--- src/common/wd_pkg.sv ---
// Shared constants and types for the watchdog timer.
package wd_pkg;
  localparam int          ADDR_W       = 12;
  localparam logic [11:0] ADDR_CTRL    = 12'h000;
  localparam logic [11:0] ADDR_STAT    = 12'h004;
  localparam logic [11:0] ADDR_MASK    = 12'h008;
  localparam logic [11:0] ADDR_RSRC    = 12'h00C;
  localparam int          CE_POS       = 4;
  localparam int          EN_POS       = 3;
  localparam int          PS_W         = 3;
  localparam logic [2:0]  PS_RESET     = 3'h0;
  localparam logic [2:0]  WIN_CYCLES   = 3'h4;
  localparam int          OSC_FREQ_HZ  = 1000000;
  localparam int          TIMEOUT_BASE = 16384;
  localparam int          CNT_W        = 22;
  localparam int          STAT_TMO     = 0;
  localparam int          RSRC_WD      = 0;

  typedef enum logic [1:0] {
    LEVEL0,
    LEVEL1,
    LEVEL2
  } safety_t;

  // A fuse input is high while that fuse is programmed.
  function automatic safety_t level_of(input logic compatProg, input logic alwaysOnProg);
    safety_t lvl;
    lvl = LEVEL1;
    if (alwaysOnProg) begin
      lvl = LEVEL2;
    end else if (compatProg) begin
      lvl = LEVEL0;
    end
    return lvl;
  endfunction

  function automatic logic is_mapped(input logic [11:0] addr);
    return (addr == ADDR_CTRL) || (addr == ADDR_STAT) ||
           (addr == ADDR_MASK) || (addr == ADDR_RSRC);
  endfunction
endpackage

--- src/design/wd_change_window.sv ---
// Four-cycle window that opens the protected watchdog settings.
`timescale 1ns/1ns
`default_nettype none
module wd_change_window (
  input  wire logic clk_sys,    // System clock.
  input  wire logic sys_rst,    // Synchronous reset, active high.
  input  wire logic clrReq,     // Chip reset, closes the window.
  input  wire logic openReq,    // Unlock write seen.
  input  wire logic closeReq,   // Protected write consumed the window.
  output logic      windowOpen  // Change-enable bit as software reads it.
);
  logic [2:0] winCnt_r;

  always_ff @(posedge clk_sys) begin
    if (sys_rst || clrReq) begin
      winCnt_r <= 3'h0;
    end else if (openReq) begin
      winCnt_r <= wd_pkg::WIN_CYCLES;
    end else if (closeReq) begin
      winCnt_r <= 3'h0;
    end else if (winCnt_r != 3'h0) begin
      winCnt_r <= winCnt_r - 3'h1;
    end
  end

  assign windowOpen = (winCnt_r != 3'h0);
endmodule
`default_nettype wire

--- src/design/wd_period_counter.sv ---
// Time-out counter that runs on ticks of the watchdog oscillator.
`timescale 1ns/1ns
`default_nettype none
module wd_period_counter #(
  parameter int TIMEOUT_BASE_P = wd_pkg::TIMEOUT_BASE
) (
  input  wire logic                     clk_sys,      // System clock.
  input  wire logic                     sys_rst,      // Synchronous reset, active high.
  input  wire logic                     clearReq,     // Restart, disable or chip reset.
  input  wire logic                     countEn,      // Watchdog running.
  input  wire logic                     oscTick,      // One oscillator period passed.
  input  wire logic [2:0]               periodSel,    // Prescaler code.
  output logic [wd_pkg::CNT_W-1:0]      countValue,   // Present count.
  output logic                          timeoutPulse  // One-cycle expiry pulse.
);
  localparam logic [wd_pkg::CNT_W-1:0] ONE = {{(wd_pkg::CNT_W-1){1'b0}}, 1'b1};

  logic [wd_pkg::CNT_W-1:0] limit;
  logic                     hit;

  // Each code step doubles the length of the period.
  assign limit = wd_pkg::CNT_W'(TIMEOUT_BASE_P) << periodSel;
  // A shorter period chosen mid-count must not let the count run past it.
  assign hit = countEn && oscTick && !clearReq && (countValue >= limit - ONE);

  always_ff @(posedge clk_sys) begin
    if (sys_rst || clearReq || hit) begin
      countValue <= '0;
    end else if (countEn && oscTick) begin
      countValue <= countValue + ONE;
    end
  end

  always_ff @(posedge clk_sys) begin
    if (sys_rst) begin
      timeoutPulse <= 1'b0;
    end else begin
      timeoutPulse <= hit;
    end
  end
endmodule
`default_nettype wire

--- src/design/wd_timer.sv ---
// Watchdog timer with fuse-selected safety levels and an APB register slave.
// How it works
// - Time is counted in periods of a separate 1 MHz oscillator input.
// - The restart instruction pulse clears the time-out counter.
// - Disabling the watchdog or any chip reset clears the counter too.
// - An expired period with no restart raises the chip reset request.
// - Two fuses give safety level 0, 1 or 2.
// - Levels 0 and 1 start disabled; writing enable one starts freely.
// - Level 2 keeps the watchdog running and enable always reads one.
// - Control bits 7 to 5 read as zero.
// - Change-enable written one together with enable one clears itself four cycles later.
// - Enable one always taken; enable zero only while change-enable is set.
// - Level 2 never disables, even after the full sequence.
// - Level 0 takes a new prescaler value at any time.
// - Level 1 changes prescaler or disables only through the timed sequence.
// - Level 2 changes prescaler through the sequence; enable value is ignored.
// - Prescaler codes select 16,384 up to 2,097,152 oscillator cycles.
// - The expiry reset pulse lasts one system clock cycle.
// - Expiry sets the reset-source flag; power-on reset or writing zero clears it.
`timescale 1ns/1ns
`default_nettype none
module wd_timer #(
  parameter int TIMEOUT_BASE_P = wd_pkg::TIMEOUT_BASE
) (
  input  wire logic                    clk_sys,          // System clock, 50 MHz.
  input  wire logic                    sys_rst,          // Power-on reset, synchronous.
  input  wire logic                    psel,             // APB select.
  input  wire logic                    penable,          // APB access phase.
  input  wire logic                    pwrite,           // APB write.
  input  wire logic [wd_pkg::ADDR_W-1:0] paddr,          // APB byte address.
  input  wire logic [31:0]             pwdata,           // APB write data.
  output logic [31:0]                  prdata,           // APB read data.
  output logic                         pready,           // APB ready.
  output logic                         pslverr,          // APB error, unmapped address.
  input  wire logic                    wdOscClk,         // Watchdog oscillator level.
  input  wire logic                    wdRestart,        // Restart instruction pulse.
  input  wire logic                    chipRst,          // Other chip reset sources.
  input  wire logic                    legacyCompatFuse, // High while programmed.
  input  wire logic                    alwaysOnFuse,     // High while programmed.
  output logic                         wdResetPulse,     // Chip reset request.
  output logic                         wdResetSourceFlag, // Watchdog caused last reset.
  output logic                         irq               // Level interrupt.
);
  localparam logic [wd_pkg::CNT_W-1:0] ONE = {{(wd_pkg::CNT_W-1){1'b0}}, 1'b1};

  wd_pkg::safety_t           level_r;
  logic                      oscPrev_r;
  logic                      oscTick;
  logic                      enable_r;
  logic                      enEff;
  logic [2:0]                ps_r;
  logic                      windowOpen;
  logic                      resetAll;
  logic                      setupPh;
  logic                      accessPh;
  logic                      wrEn;
  logic                      ctrlWr;
  logic                      statWr;
  logic                      maskWr;
  logic                      rsrcWr;
  logic                      openWin;
  logic                      closeWin;
  logic                      wCe;
  logic                      wEn;
  logic [2:0]                wPs;
  logic                      tmoStat_r;
  logic                      tmoMask_r;
  logic [7:0]                ctrlRead;
  logic [31:0]               readWord;
  logic [wd_pkg::CNT_W-1:0]  wdCount;
  logic                      cntClear;

  // Fuses are sampled while reset is held and kept until the next reset.
  always_ff @(posedge clk_sys) begin
    if (sys_rst) begin
      level_r <= wd_pkg::level_of(legacyCompatFuse, alwaysOnFuse);
    end
  end

  always_ff @(posedge clk_sys) begin
    if (sys_rst) begin
      oscPrev_r <= 1'b0;
    end else begin
      oscPrev_r <= wdOscClk;
    end
  end

  // The oscillator is slow against the system clock, so one rising edge is one tick.
  assign oscTick = wdOscClk && !oscPrev_r;

  assign resetAll = chipRst || wdResetPulse;
  assign setupPh  = psel && !penable;
  assign accessPh = psel && penable;
  assign wrEn     = accessPh && pwrite;
  assign ctrlWr   = wrEn && (paddr == wd_pkg::ADDR_CTRL);
  assign statWr   = wrEn && (paddr == wd_pkg::ADDR_STAT);
  assign maskWr   = wrEn && (paddr == wd_pkg::ADDR_MASK);
  assign rsrcWr   = wrEn && (paddr == wd_pkg::ADDR_RSRC);
  assign wCe      = pwdata[wd_pkg::CE_POS];
  assign wEn      = pwdata[wd_pkg::EN_POS];
  assign wPs      = pwdata[wd_pkg::PS_W-1:0];

  // Unlock needs both bits in one write, even when enable is already set.
  assign openWin  = ctrlWr && wCe && wEn;
  assign closeWin = ctrlWr && !wCe && windowOpen;

  wd_change_window u_window (
    .clk_sys    (clk_sys),
    .sys_rst    (sys_rst),
    .clrReq     (resetAll),
    .openReq    (openWin),
    .closeReq   (closeWin),
    .windowOpen (windowOpen)
  );

  always_ff @(posedge clk_sys) begin
    if (sys_rst || resetAll) begin
      enable_r <= 1'b0;
    end else if (ctrlWr) begin
      if (wEn) begin
        enable_r <= 1'b1;
      end else if (windowOpen && (level_r != wd_pkg::LEVEL2)) begin
        enable_r <= 1'b0;
      end
    end
  end

  assign enEff = enable_r || (level_r == wd_pkg::LEVEL2);

  always_ff @(posedge clk_sys) begin
    if (sys_rst || resetAll) begin
      ps_r <= wd_pkg::PS_RESET;
    end else if (ctrlWr && (level_r == wd_pkg::LEVEL0)) begin
      ps_r <= wPs;
    end else if (ctrlWr && windowOpen && !wCe) begin
      ps_r <= wPs;
    end
  end

  assign cntClear = wdRestart || !enEff || chipRst;

  wd_period_counter #(
    .TIMEOUT_BASE_P (TIMEOUT_BASE_P)
  ) u_counter (
    .clk_sys      (clk_sys),
    .sys_rst      (sys_rst),
    .clearReq     (cntClear),
    .countEn      (enEff),
    .oscTick      (oscTick),
    .periodSel    (ps_r),
    .countValue   (wdCount),
    .timeoutPulse (wdResetPulse)
  );

  // Expiry sets the status bit; a set in the clearing cycle wins.
  always_ff @(posedge clk_sys) begin
    if (sys_rst) begin
      tmoStat_r <= 1'b0;
    end else if (wdResetPulse) begin
      tmoStat_r <= 1'b1;
    end else if (statWr && pwdata[wd_pkg::STAT_TMO]) begin
      tmoStat_r <= 1'b0;
    end
  end

  always_ff @(posedge clk_sys) begin
    if (sys_rst) begin
      tmoMask_r <= 1'b0;
    end else if (maskWr) begin
      tmoMask_r <= pwdata[wd_pkg::STAT_TMO];
    end
  end

  assign irq = tmoStat_r && tmoMask_r;

  always_ff @(posedge clk_sys) begin
    if (sys_rst) begin
      wdResetSourceFlag <= 1'b0;
    end else if (wdResetPulse) begin
      wdResetSourceFlag <= 1'b1;
    end else if (rsrcWr && !pwdata[wd_pkg::RSRC_WD]) begin
      wdResetSourceFlag <= 1'b0;
    end
  end

  assign ctrlRead = {3'h0, windowOpen, enEff, ps_r};

  always_comb begin
    readWord = 32'h0000_0000;
    unique case (paddr)
      wd_pkg::ADDR_CTRL: begin
        readWord = {24'h00_0000, ctrlRead};
      end
      wd_pkg::ADDR_STAT: begin
        readWord = {31'h0000_0000, tmoStat_r};
      end
      wd_pkg::ADDR_MASK: begin
        readWord = {31'h0000_0000, tmoMask_r};
      end
      wd_pkg::ADDR_RSRC: begin
        readWord = {31'h0000_0000, wdResetSourceFlag};
      end
      default: begin
        readWord = 32'h0000_0000;
      end
    endcase
  end

  // Read data is captured in the setup cycle and stands through the access.
  always_ff @(posedge clk_sys) begin
    if (sys_rst) begin
      prdata <= 32'h0000_0000;
    end else if (setupPh && !pwrite) begin
      prdata <= readWord;
    end
  end

  assign pready  = 1'b1;
  assign pslverr = accessPh && !wd_pkg::is_mapped(paddr);
endmodule
`default_nettype wire

--- config.mk ---
export PLATFORM = sky130hd
export DESIGN_NAME = wd_timer
export DESIGN_NICKNAME = d
export VERILOG_FILES = /design/src/common/wd_pkg.sv /design/src/design/wd_change_window.sv /design/src/design/wd_period_counter.sv /design/src/design/wd_timer.sv
export SDC_FILE = /design/constraint.sdc
export NUM_CORES = 1
export LEC_CHECK = 0
export BUFFER_PORTS_ARGS = -buffer_cell sky130_fd_sc_hd__buf_2
export CORE_MARGIN = 1
export CORE_UTILIZATION = 51
export CTS_BUF_LIST = sky130_fd_sc_hd__clkbuf_4 sky130_fd_sc_hd__clkbuf_8
export DETAILED_ROUTE_END_ITERATION = 8
export PLACE_DENSITY = 0.79
export SYNTH_ARGS = -nofsm -noshare
export SYNTH_HDL_FRONTEND = slang
export SYNTH_SLANG_ARGS = --single-unit
--- constraint.sdc ---
create_clock -name clk_sys -period 2.15 [get_ports clk_sys]
set_input_delay 0 -clock clk_sys [delete_from_list [all_inputs] [get_ports clk_sys]]
set_output_delay 0 -clock clk_sys [all_outputs]
set_load 0.02 [all_outputs]
# Yosys cells after proc, flatten, opt, wreduce, memory -nomap -nowiden
# Cells that the tools add are included.
[classes]
mux = 13
n_shift = 1
addsub = 3
n_eq_ne = 5
n_reduce_logical = 52
n_lt_le_gt_ge = 1
[op_table]
columns = ["operator", "n"]
rows = [
  ["$eq A12 B4 Y1 const B", 2],
  ["$logic_and A1 B1 Y1", 24],
  ["$add A22 B1 Y22 const B", 1],
  ["$ge A22 B22 Y1", 1],
  ["$shl A15 B3 Y22 const A", 1],
  ["$sub A22 B1 Y22 const B", 1],
  ["$pmux W5 S4", 1],
  ["$mux W3", 5],
  ["$eq A12 B3 Y1 const B", 1],
  ["$logic_not A12 Y1", 1],
  ["$logic_or A1 B1 Y1", 10],
  ["$logic_not A1 Y1", 8],
  ["$reduce_bool A2 Y1", 4],
  ["$mux W1", 7],
  ["$reduce_bool A3 Y1", 2],
  ["$reduce_or A3 Y1", 1],
  ["$sub A3 B1 Y3 const B", 1],
  ["$eq A2 B2 Y1 const B", 1],
  ["$logic_not A2 Y1", 1],
  ["$ne A2 B2 Y1 const B", 1],
  ["$reduce_and A2 Y1", 1],
]
[word_totals]
ff_bits = 68
out_inout_bits = 37
input_bits = 54
wordCells = 87

# Depth between registers and ports, before layout
# Gate-level depths: netlist of run 1.
[depth]
depth_word = 9
mapped_depth = 9
mapped_depth_nobuf = 7

# Hierarchy
# A second synthesis of run 1 with hierarchy kept.
[unflattened]
hier_cells = 286
hier_area_um2 = 2439.8
[by_module_without_submodules]
columns = ["module", "seq_area_each_um2", "cells_per_inst", "n_inst", "area_each_um2"]
rows = [
  ["wd_period_counter", 460.4, 158, 1, 1315.0],
  ["wd_timer", 320.3, 110, 1, 955.9],
  ["wd_change_window", 60.1, 18, 1, 168.9],
]

# Worst setup path after synthesis of run 1
# OpenSTA, ideal clock, no wires.
[synth_path]
kind = "flip-flop to flip-flop"
startpoint = "register ps_r[2]"
endpoint = "register u_counter.countValue[18] (netlist bit)"
path_slack_ns = 0.343
n_path_buf = 2
required_time_ns = 2.086
period_less_slack_ns = 1.807
t_arrival_ns = 1.743
setup_ns = 0.064
path_stages_with_launch = 10
cell_sequence = "dfxtp_1 > clkbuf_1 > inv_1 > ha_1 > a21oi_1 > o21ai_0 > a22oi_1 > o2111ai_2 > buf_4 > nor2_1"
[synth_via]
elab_chain_len = 5
[synth_lines]
columns = ["element", "line_no", "source"]
rows = [
  ["start: declaration", "wd_timer.sv:51", "logic [2:0] ps_r;"],
  ["start signal: assignment", "wd_timer.sv:132", "ps_r <= wd_pkg::PS_RESET;"],
  ["start signal: assignment", "wd_timer.sv:134", "ps_r <= wPs;"],
  ["start signal: assignment", "wd_timer.sv:136", "ps_r <= wPs;"],
  ["$shl A15 B3 Y22", "wd_period_counter.sv:22", "assign limit = wd_pkg::CNT_W'(TIMEOUT_BASE_P) << periodSel;"],
  ["$sub A22 B1 Y22", "wd_period_counter.sv:24", "assign hit = countEn && oscTick && !clearReq && (countValue >= limit - ONE);"],
  ["$ge A22 B22 Y1", "wd_period_counter.sv:24", ""],
  ["$logic_and A1 B1 Y1", "wd_period_counter.sv:24", ""],
  ["$logic_or A1 B1 Y1", "wd_period_counter.sv:27", "if (sys_rst || clearReq || hit) begin"],
  ["end signal: assignment", "wd_period_counter.sv:30", "countValue <= countValue + ONE;"],
  ["end: declaration", "wd_period_counter.sv:13", "output logic [wd_pkg::CNT_W-1:0] countValue,"],
]
# Every way passes these cells.
# A chain may end at the register's enable or synchronous reset.

# Worst setup path after layout of run 1
[layout_path]
startpoint = "register ps_r[2]"
endpoint = "register u_counter.countValue[1] (netlist bit)"
# The elaborated chain is that of the path after synthesis.

==> impl_metrics.prom, run 1 <==
# TYPE chip_impl_metric gauge
chip_impl_metric{name="synth_cell_type_count",unit=""} 48
chip_impl_metric{name="yosysWarningCount",unit=""} 0
chip_impl_metric{name="cts_made_buffers",unit=""} 5
chip_impl_metric{name="fmaxAchievable",unit="MHz"} 519
chip_impl_metric{name="critPathMaxFanout",unit=""} 22
chip_impl_metric{name="power.ir.vdd_worst",unit="mV"} 0.267
chip_impl_metric{name="grt_max_degree",unit=""} 23
chip_impl_metric{name="dpl_cell_area",unit="µm²"} 2580
chip_impl_metric{name="portion_of_the_post_synthesis_area_used_by_sequential_elements",unit="%"} 34.0
chip_impl_metric{name="min_period_over_period",unit="%"} 89.6
chip_impl_metric{name="ratio_of_cells_with_drive_above_1_in_the_final_layout",unit="%"} 20.0
chip_impl_metric{name="dr_wl_met3",unit="µm"} 283
chip_impl_metric{name="drcViolationCount",unit=""} 0
chip_impl_metric{name="final_area",unit="µm²"} 2740
chip_impl_metric{name="critical_path_rt",unit="ns"} 2.38
chip_impl_info{name="type_of_the_tightest_min_delay_check",value="primary input to flip-flop"} 1
chip_impl_metric{name="antenna_found_initial",unit=""} 0
chip_impl_metric{name="areaGrowthSynthToFinish",unit="%"} 10.8
chip_impl_metric{name="cellPowerDensity",unit="nW/µm²"} 520
chip_impl_info{name="cell_taking_the_most_area_after_synthesis",value="sky130_fd_sc_hd__dfxtp_1"} 1
chip_impl_metric{name="multiInputGateArea",unit="µm²"} 1440
chip_impl_metric{name="detail_route.wl_per_cell",unit="µm"} 12.4
chip_impl_info{name="cts-root-buf",value="sky130_fd_sc_hd__clkbuf_8"} 1
chip_impl_metric{name="worst-r2r-cell-count",unit=""} 8
chip_impl_metric{name="count_of_flip_flops_with_a_built_in_enable_after_synthesis",unit=""} 2
chip_impl_metric{name="synth-seq-cells",unit=""} 41
chip_impl_info{name="hold-path-endpoint",value="u_counter.timeoutPulse"} 1
chip_impl_info{name="setup_repair_after_global_routing_missed_its_margin",value="false"} 1
chip_impl_metric{name="core",unit="µm²"} 4500
chip_impl_metric{name="cts_htree_levels",unit=""} 2
chip_impl_metric{name="drt_pre_antenna_iters",unit=""} 5
chip_impl_metric{name="yosys.area.top_type_share",unit="%"} 31.5
chip_impl_metric{name="routed_wl",unit="mm"} 4.62
chip_impl_metric{name="power.static_leakage",unit="nW"} 1.06
chip_impl_metric{name="grtUsageTotal",unit="%"} 19.6
chip_impl_metric{name="fill_cells",unit=""} 388
chip_impl_metric{name="slew_headroom",unit="%"} 63.2
chip_impl_metric{name="final-seq-area",unit="µm²"} 841
chip_impl_metric{name="met2RoutedLength",unit="mm"} 2.15
chip_impl_metric{name="clock_tree.buffer_depth",unit=""} 2
chip_impl_metric{name="die_area",unit="µm²"} 5140
chip_impl_metric{name="antenna_cells",unit=""} 0
chip_impl_metric{name="setup_total_negative_slack",unit="ns"} 0
chip_impl_info{name="cts_tree",value="done"} 1
chip_impl_metric{name="placementRows",unit=""} 24
chip_impl_metric{name="timing_worst_slew_pin_value",unit="ns"} 0.552
chip_impl_info{name="worst_r2r_endpoint",value="u_counter.countValue[1]"} 1
chip_impl_metric{name="worst_hold_slack",unit="ns"} 0.0269
chip_impl_metric{name="finalSetupViolations",unit=""} 0
chip_impl_metric{name="floorplan.initialDensity",unit="%"} 55.0
chip_impl_metric{name="preCtsSetupSlack",unit="ns"} 0.216
chip_impl_metric{name="portBuffers",unit=""} 35
chip_impl_info{name="topRoutingLayerUsed",value="met4"} 1
chip_impl_info{name="setup.worst_path.class",value="flip-flop to flip-flop"} 1
chip_impl_metric{name="cts.reportedPaths.clkPinSlew",unit="ns"} 0.08
chip_impl_metric{name="clkSinkCount",unit=""} 41
chip_impl_metric{name="fp.dieH",unit="µm"} 71.7
chip_impl_metric{name="number_of_instances_in_the_synthesized_netlist",unit=""} 278
chip_impl_metric{name="dpl.cell_count",unit=""} 357
chip_impl_metric{name="global_route_wire_length_before_repair",unit="mm"} 8.00
chip_impl_info{name="run_status",value="complete, no violations"} 1
chip_impl_metric{name="fraction_of_registers_with_async_set_reset",unit="%"} 0
chip_impl_info{name="cp-end-kind",value="flip-flop"} 1
chip_impl_metric{name="grt_remaining_overflow",unit=""} 0
chip_impl_metric{name="postRouteAntennaNets",unit=""} 0
chip_impl_info{name="hold_start",value="chipRst"} 1
chip_impl_info{name="rr_startpoint",value="ps_r[2]"} 1
chip_impl_metric{name="clkLatencyLatePin",unit="ns"} 0.29
chip_impl_metric{name="post_synth_instance_area",unit="µm²"} 2480
chip_impl_metric{name="initialDrtViolationCount",unit=""} 81
chip_impl_info{name="yosys-top-cells-area",value="sky130_fd_sc_hd__dfxtp_1 (32%), sky130_fd_sc_hd__buf_4 (9.4%), sky130_fd_sc_hd__nor2_1 (6.1%)"} 1
chip_impl_metric{name="total_of_max_cap_violations",unit=""} 0
chip_impl_metric{name="instances_no_fill",unit=""} 372
chip_impl_metric{name="timing.reg2reg.setup_slack",unit="ns"} 0.22
chip_impl_metric{name="vias_per_cell",unit=""} 5.33
chip_impl_metric{name="first_global_vias",unit=""} 1847
chip_impl_metric{name="place_hpwl",unit="mm"} 3.45
chip_impl_metric{name="finalHoldViolations",unit=""} 0
chip_impl_metric{name="critical_path_arrival",unit="ns"} 2.15
chip_impl_info{name="yosys_most_used_dff",value="sky130_fd_sc_hd__dfxtp_1"} 1
chip_impl_metric{name="fin_worst_skew",unit="ns"} 0.00450
chip_impl_info{name="start_kind",value="flip-flop"} 1
chip_impl_metric{name="slew_viol_final",unit=""} 0
chip_impl_metric{name="place.gp.congestion",unit=""} 0.805
chip_impl_metric{name="postLayoutCoreUtil",unit="%"} 60.9
chip_impl_metric{name="total_power",unit="mW"} 1.43
chip_impl_metric{name="post_cts_resized",unit=""} 0
chip_impl_metric{name="routed-via-count",unit=""} 1982
chip_impl_metric{name="layout_setup_ws",unit="ns"} 0.223
chip_impl_metric{name="fin_nets",unit=""} 384
chip_impl_metric{name="syn_area_per_cell",unit="µm²"} 8.91
chip_impl_metric{name="whs_path_depth",unit=""} 4
chip_impl_metric{name="met1Wirelength",unit="mm"} 2.12
chip_impl_metric{name="final.min_clock_period",unit="ns"} 1.93
chip_impl_metric{name="io_pins",unit=""} 91
chip_impl_metric{name="die-width",unit="µm"} 71.7
-- how the worst max path moves through the flow --
stage | startpoint | to | cells after the start
after floorplan | ps_r[2] | u_counter.countValue[18] | 9
final | ps_r[2] | u_counter.countValue[1] | 8
after global placement | ps_r[2] | u_counter.countValue[1] | 8
after detailed placement | ps_r[2] | u_counter.countValue[1] | 8
after CTS | ps_r[2] | u_counter.countValue[1] | 8
after global routing | ps_r[2] | u_counter.countValue[16] | 8
-- routing by layer --
layer,vias up,track usage (%)
met1,912,25.7
li1,991,-
met5,-,0
met4,0,7.41
met2,73,31.4
met3,6,4.78
-- flip-flops by register name, indices dropped and copies added, names as in the netlist --
| name | cells |
|---|---|
| u_counter.countValue | 22 |
| prdata | 5 |
| ps_r | 3 |
| u_window.winCnt_r | 3 |
| level_r | 2 |
| enable_r | 1 |
| oscPrev_r | 1 |
| tmoMask_r | 1 |
| tmoStat_r | 1 |
| u_counter.timeoutPulse | 1 |
| wdResetSourceFlag | 1 |
-- cell families (layout without fill, tap and decap cells) --
family | after synthesis | in the layout | share of synthesized area (%)
AOI/OAI and AO/OA | 35 | 35 | 9.15
xor gates and xnor gates | 21 | 21 | 7.43
adders and majority gates | 11 | 11 | 5.56
buffers and inverters | 46 | 61 | 12.0
DFF | 41 | 41 | 34.0
muxes | 6 | 6 | 2.93
other | 2 | 29 | 0.303
and+or+nand+nor | 116 | 116 | 28.7
-- final cells by class --
type / instances / share of cell area (%)
Clock buffer: 8 / 3.33
Inverter: 9 / 1.23
Multi-Input combinational cell: 218 / 52.5
Tap cell: 52 / 2.37
Sequential cell: 41 / 30.7
Timing Repair Buffer: 44 / 9.95
-- cells in the final DEF, fill, tap and decap left out, types with 7 or more instances in the layout --
cell / count
sky130_fd_sc_hd__nor2_1: 40
sky130_fd_sc_hd__dfxtp_1: 39
sky130_fd_sc_hd__buf_2: 35
sky130_fd_sc_hd__conb_1: 29
sky130_fd_sc_hd__nand2_1: 18
sky130_fd_sc_hd__xnor2_1: 14
sky130_fd_sc_hd__a21oi_1: 13
sky130_fd_sc_hd__ha_1: 11
sky130_fd_sc_hd__inv_1: 8
sky130_fd_sc_hd__nor3_1: 8
sky130_fd_sc_hd__nand3_1: 8
sky130_fd_sc_hd__nor4_2: 7
sky130_fd_sc_hd__o21ai_0: 7
sky130_fd_sc_hd__nand4_1: 7
sky130_fd_sc_hd__xor2_1: 7
sky130_fd_sc_hd__dlygate4sd3_1: 7
-- synth_stat cells, types with 4 or more instances --
library cell / number
sky130_fd_sc_hd__nand4_1: 7
sky130_fd_sc_hd__dfxtp_1: 39
sky130_fd_sc_hd__nand2_1: 18
sky130_fd_sc_hd__xnor2_1: 14
sky130_fd_sc_hd__inv_1: 8
sky130_fd_sc_hd__a21oi_1: 13
sky130_fd_sc_hd__o21ai_0: 7
sky130_fd_sc_hd__nor4_2: 7
sky130_fd_sc_hd__buf_4: 31
sky130_fd_sc_hd__nand3_1: 8
sky130_fd_sc_hd__mux2i_1: 5
sky130_fd_sc_hd__ha_1: 11
sky130_fd_sc_hd__xor2_1: 7
sky130_fd_sc_hd__a22oi_1: 4
sky130_fd_sc_hd__clkbuf_1: 4
sky130_fd_sc_hd__nor4_4: 4
sky130_fd_sc_hd__nor3_1: 8
sky130_fd_sc_hd__nor2_1: 40
-- timing repair --
item / CTS / global route
buffers inserted: 0 / 0
endpoints found under the hold margin: 8 / 0
hold buffers: 7 / 0
-- power breakdown --
group	internal [mW]	switching (mW)	total, mW	leakage [nW]
clock network	0.269	0.252	0.520	0.0498
logic	0.0412	0.0925	0.134	0.681
registers	0.769	0.00245	0.772	0.334
-- worst max-delay path: stages (launching register included) --
cell and delay [ns]:
sky130_fd_sc_hd__dfxtp_1 0.47, sky130_fd_sc_hd__inv_1 0.07, sky130_fd_sc_hd__ha_1 0.29, sky130_fd_sc_hd__a21oi_1 0.17, sky130_fd_sc_hd__o21ai_0 0.11, sky130_fd_sc_hd__a22oi_1 0.27
sky130_fd_sc_hd__o2111ai_2 0.18, sky130_fd_sc_hd__buf_12 0.20, sky130_fd_sc_hd__a21oi_1 0.10
Power figures use the tool's default switching activity.
==> run 2: changes to the inputs <==
- CAP_MARGIN: not set -> 20
- HOLD_SLACK_MARGIN: not set -> 0.08
- clock period: 2.15 -> 1.9 ns (I/O delays scaled with it)
==> impl_metrics.prom, run 2 (same netlist as run 1, synthesis figures left out) <==
# TYPE chip_impl_metric gauge
chip_impl_info{name="run_status",value="complete, no violations"} 1
chip_impl_metric{name="vias_per_cell",unit=""} 5.47
chip_impl_metric{name="critical_path_arrival",unit="ns"} 2.10
chip_impl_metric{name="postLayoutCoreUtil",unit="%"} 67.2
chip_impl_info{name="cts_tree",value="done"} 1
chip_impl_metric{name="die_area",unit="µm²"} 5140
chip_impl_metric{name="critical_path_rt",unit="ns"} 2.13
chip_impl_metric{name="setup_total_negative_slack",unit="ns"} 0
chip_impl_info{name="setup.worst_path.class",value="flip-flop to flip-flop"} 1
chip_impl_info{name="start_kind",value="flip-flop"} 1
chip_impl_metric{name="detail_route.wl_per_cell",unit="µm"} 14.2
chip_impl_metric{name="power.clock.fraction",unit="%"} 34.7
chip_impl_info{name="critical_path.cell_chain",value="nand3_1 -> ha_1 -> nand2_1 -> nor3_2 -> a22oi_2 -> o2111ai_4 -> clkbuf_16 -> nor2_1"} 1
chip_impl_info{name="top_reg_by_flops",value="u_counter.countValue"} 1
chip_impl_info{name="cts-root-buf",value="sky130_fd_sc_hd__clkbuf_8"} 1
chip_impl_metric{name="routed-via-count",unit=""} 2121
chip_impl_metric{name="total_of_max_cap_violations",unit=""} 0
chip_impl_metric{name="floorplan.initialDensity",unit="%"} 55.0
chip_impl_metric{name="min_period_over_period",unit="%"} 98.3
chip_impl_metric{name="worst_path_largest_cell_delay",unit="ns"} 0.40
chip_impl_metric{name="initialDrtViolationCount",unit=""} 113
chip_impl_metric{name="io_pins",unit=""} 91
chip_impl_metric{name="fmaxAchievable",unit="MHz"} 535
chip_impl_metric{name="place.gp.congestion",unit=""} 0.861
chip_impl_metric{name="power.share.switching",unit="%"} 25.4
chip_impl_metric{name="largest_register_ff_count",unit=""} 22
chip_impl_metric{name="first_global_vias",unit=""} 1873
chip_impl_metric{name="critPathMaxFanout",unit=""} 8
chip_impl_metric{name="finalSetupViolations",unit=""} 0
chip_impl_info{name="rr_startpoint",value="ps_r[2]"} 1
chip_impl_metric{name="routed_wl",unit="mm"} 5.52
chip_impl_metric{name="sequentialPowerShare",unit="%"} 54.4
chip_impl_metric{name="dpl.cell_count",unit=""} 363
chip_impl_metric{name="clock_tree.buffer_depth",unit=""} 2
chip_impl_metric{name="timing_worst_slew_pin_value",unit="ns"} 0.519
chip_impl_metric{name="slew_headroom",unit="%"} 65.3
chip_impl_metric{name="fin_worst_skew",unit="ns"} 0.00677
chip_impl_metric{name="place_hpwl",unit="mm"} 3.64
chip_impl_metric{name="areaGrowthSynthToFinish",unit="%"} 22.2
chip_impl_metric{name="finalHoldViolations",unit=""} 0
chip_impl_metric{name="antenna_found_initial",unit=""} 0
chip_impl_metric{name="drcViolationCount",unit=""} 0
chip_impl_metric{name="cts_made_buffers",unit=""} 5
chip_impl_metric{name="power.ir.vdd_worst",unit="mV"} 0.298
chip_impl_metric{name="layout_setup_ws",unit="ns"} 0.0325
chip_impl_metric{name="core",unit="µm²"} 4500
chip_impl_metric{name="power.static_leakage",unit="nW"} 1.17
chip_impl_metric{name="cellPowerDensity",unit="nW/µm²"} 528
chip_impl_metric{name="slew_viol_final",unit=""} 0
chip_impl_info{name="slowest_stage",value="sky130_fd_sc_hd__dfxtp_4"} 1
chip_impl_metric{name="grt_remaining_overflow",unit=""} 0
chip_impl_metric{name="timing.reg2reg.setup_slack",unit="ns"} 0.03
chip_impl_metric{name="postRouteAntennaNets",unit=""} 0
chip_impl_metric{name="grt_max_degree",unit=""} 22
chip_impl_info{name="worst_r2r_endpoint",value="u_counter.countValue[19]"} 1
chip_impl_metric{name="cts.reportedPaths.clkPinSlew",unit="ns"} 0.08
chip_impl_metric{name="netSwitchingPower",unit="µW"} 406
chip_impl_metric{name="cts_htree_levels",unit=""} 2
chip_impl_metric{name="preCtsSetupSlack",unit="ns"} -0.0457
chip_impl_metric{name="drt_pre_antenna_iters",unit=""} 4
chip_impl_metric{name="antenna_cells",unit=""} 0
chip_impl_info{name="reg_top3",value="u_counter.countValue (22), prdata (5)"} 1
chip_impl_info{name="final_common_cell",value="sky130_fd_sc_hd__dfxtp_1"} 1
chip_impl_metric{name="global_route_wire_length_before_repair",unit="mm"} 8.56
chip_impl_info{name="hold_start",value="paddr[3]"} 1
chip_impl_metric{name="cellInternalPower",unit="mW"} 1.19
chip_impl_metric{name="final.min_clock_period",unit="ns"} 1.87
chip_impl_metric{name="placementRows",unit=""} 24
chip_impl_metric{name="ratio_of_cells_with_drive_above_1_in_the_final_layout",unit="%"} 27.4
chip_impl_info{name="type_of_the_tightest_min_delay_check",value="primary input to flip-flop"} 1
chip_impl_info{name="cp-end-kind",value="flip-flop"} 1
chip_impl_metric{name="worst-r2r-cell-count",unit=""} 8
chip_impl_metric{name="instances_no_fill",unit=""} 388
chip_impl_metric{name="worst_hold_slack",unit="ns"} 0.110
chip_impl_metric{name="fin_nets",unit=""} 401
chip_impl_metric{name="die-width",unit="µm"} 71.7
chip_impl_metric{name="portBuffers",unit=""} 35
chip_impl_metric{name="p_comb_share",unit="%"} 10.9
chip_impl_metric{name="clkSinkCount",unit=""} 41
chip_impl_metric{name="clkLatencyLatePin",unit="ns"} 0.29
chip_impl_info{name="hold-path-endpoint",value="tmoStat_r"} 1
chip_impl_metric{name="grtUsageTotal",unit="%"} 21.4
chip_impl_metric{name="whs_path_depth",unit=""} 3
chip_impl_metric{name="fp.dieH",unit="µm"} 71.7
chip_impl_info{name="mostFrequentLayoutCells",value="sky130_fd_sc_hd__dfxtp_1 (36), sky130_fd_sc_hd__nor2_1 (35), sky130_fd_sc_hd__buf_2 (35)"} 1
==> run 2: through the flow <==
stage / power [mW] / cell area (µm²)
floorplan: 1.03 / 2580
global placement: 1.03 / 2630
detailed placement: 1.03 / 2630
CTS: 1.60 / 2870
global route: 1.65 / 3030
finish: 1.60 / 3030
==> run 2: area by class of cell <==
| class | instances | area [µm²] |
|---|---|---|
| multi-input cells | 218 | 1540 |
| fillers | 330 | 1480 |
| flip-flops and latches | 41 | 852 |
| repair buffers | 61 | 459 |
| clock buffers | 6 | 76.3 |
| well taps | 52 | 65.1 |
| inverters | 9 | 33.8 |
| clock inverters | 1 | 5.00 |
==> run 2: worst max-delay path, delay by kind of cell, from the launching register on <==
family,cells,cell delay (ns)
compound gates,2,0.50
fa+ha+maj,1,0.28
buf+inv,1,0.24
flops,1,0.40
simple gates,4,0.39
==> run 2: how the worst max path moves through the flow <==
| stage | from | endpoint | slack [ns] | cells past startpoint |
|---|---|---|---|---|
| after detailed placement | ps_r[2] | u_counter.countValue[5] | -0.05 | 8 |
| after CTS | ps_r[0] | u_counter.countValue[7] | 0.05 | 8 |
| after floorplan | ps_r[2] | u_counter.countValue[18] | 0.09 | 9 |
| after global routing | ps_r[2] | u_counter.countValue[19] | -0.04 | 8 |
| after global placement | ps_r[2] | u_counter.countValue[0] | 0.001 | 8 |
| final | ps_r[2] | u_counter.countValue[19] | 0.03 | 8 |
==> run 2: power groups by stage <==
| stage | sequential (mW) | clock [mW] | combinational [mW] |
|---|---|---|---|
| global route | 0.870 | 0.598 | 0.187 |
| CTS | 0.873 | 0.560 | 0.163 |
| finish | 0.869 | 0.554 | 0.175 |
| global placement | 0.893 | 0 | 0.137 |
| floorplan | 0.893 | 0 | 0.134 |
| detailed placement | 0.894 | 0 | 0.139 |
==> run 2: metal layers <==
metal	routed length, µm	GRT usage [%]
met2	2680	34.7
met4	127	9.37
met1	2460	27.6
met5	0	0
met3	252	4.36
==> run 2: what timing repair did <==
item	4_1_cts	5_1_grt
endpoints found under the setup margin	21	21
buffers inserted	0	0
pin swaps	0	3
hold endpoints to repair	22	0
gates resized for setup	3	23
cloned	0	3
hold buffers	15	0
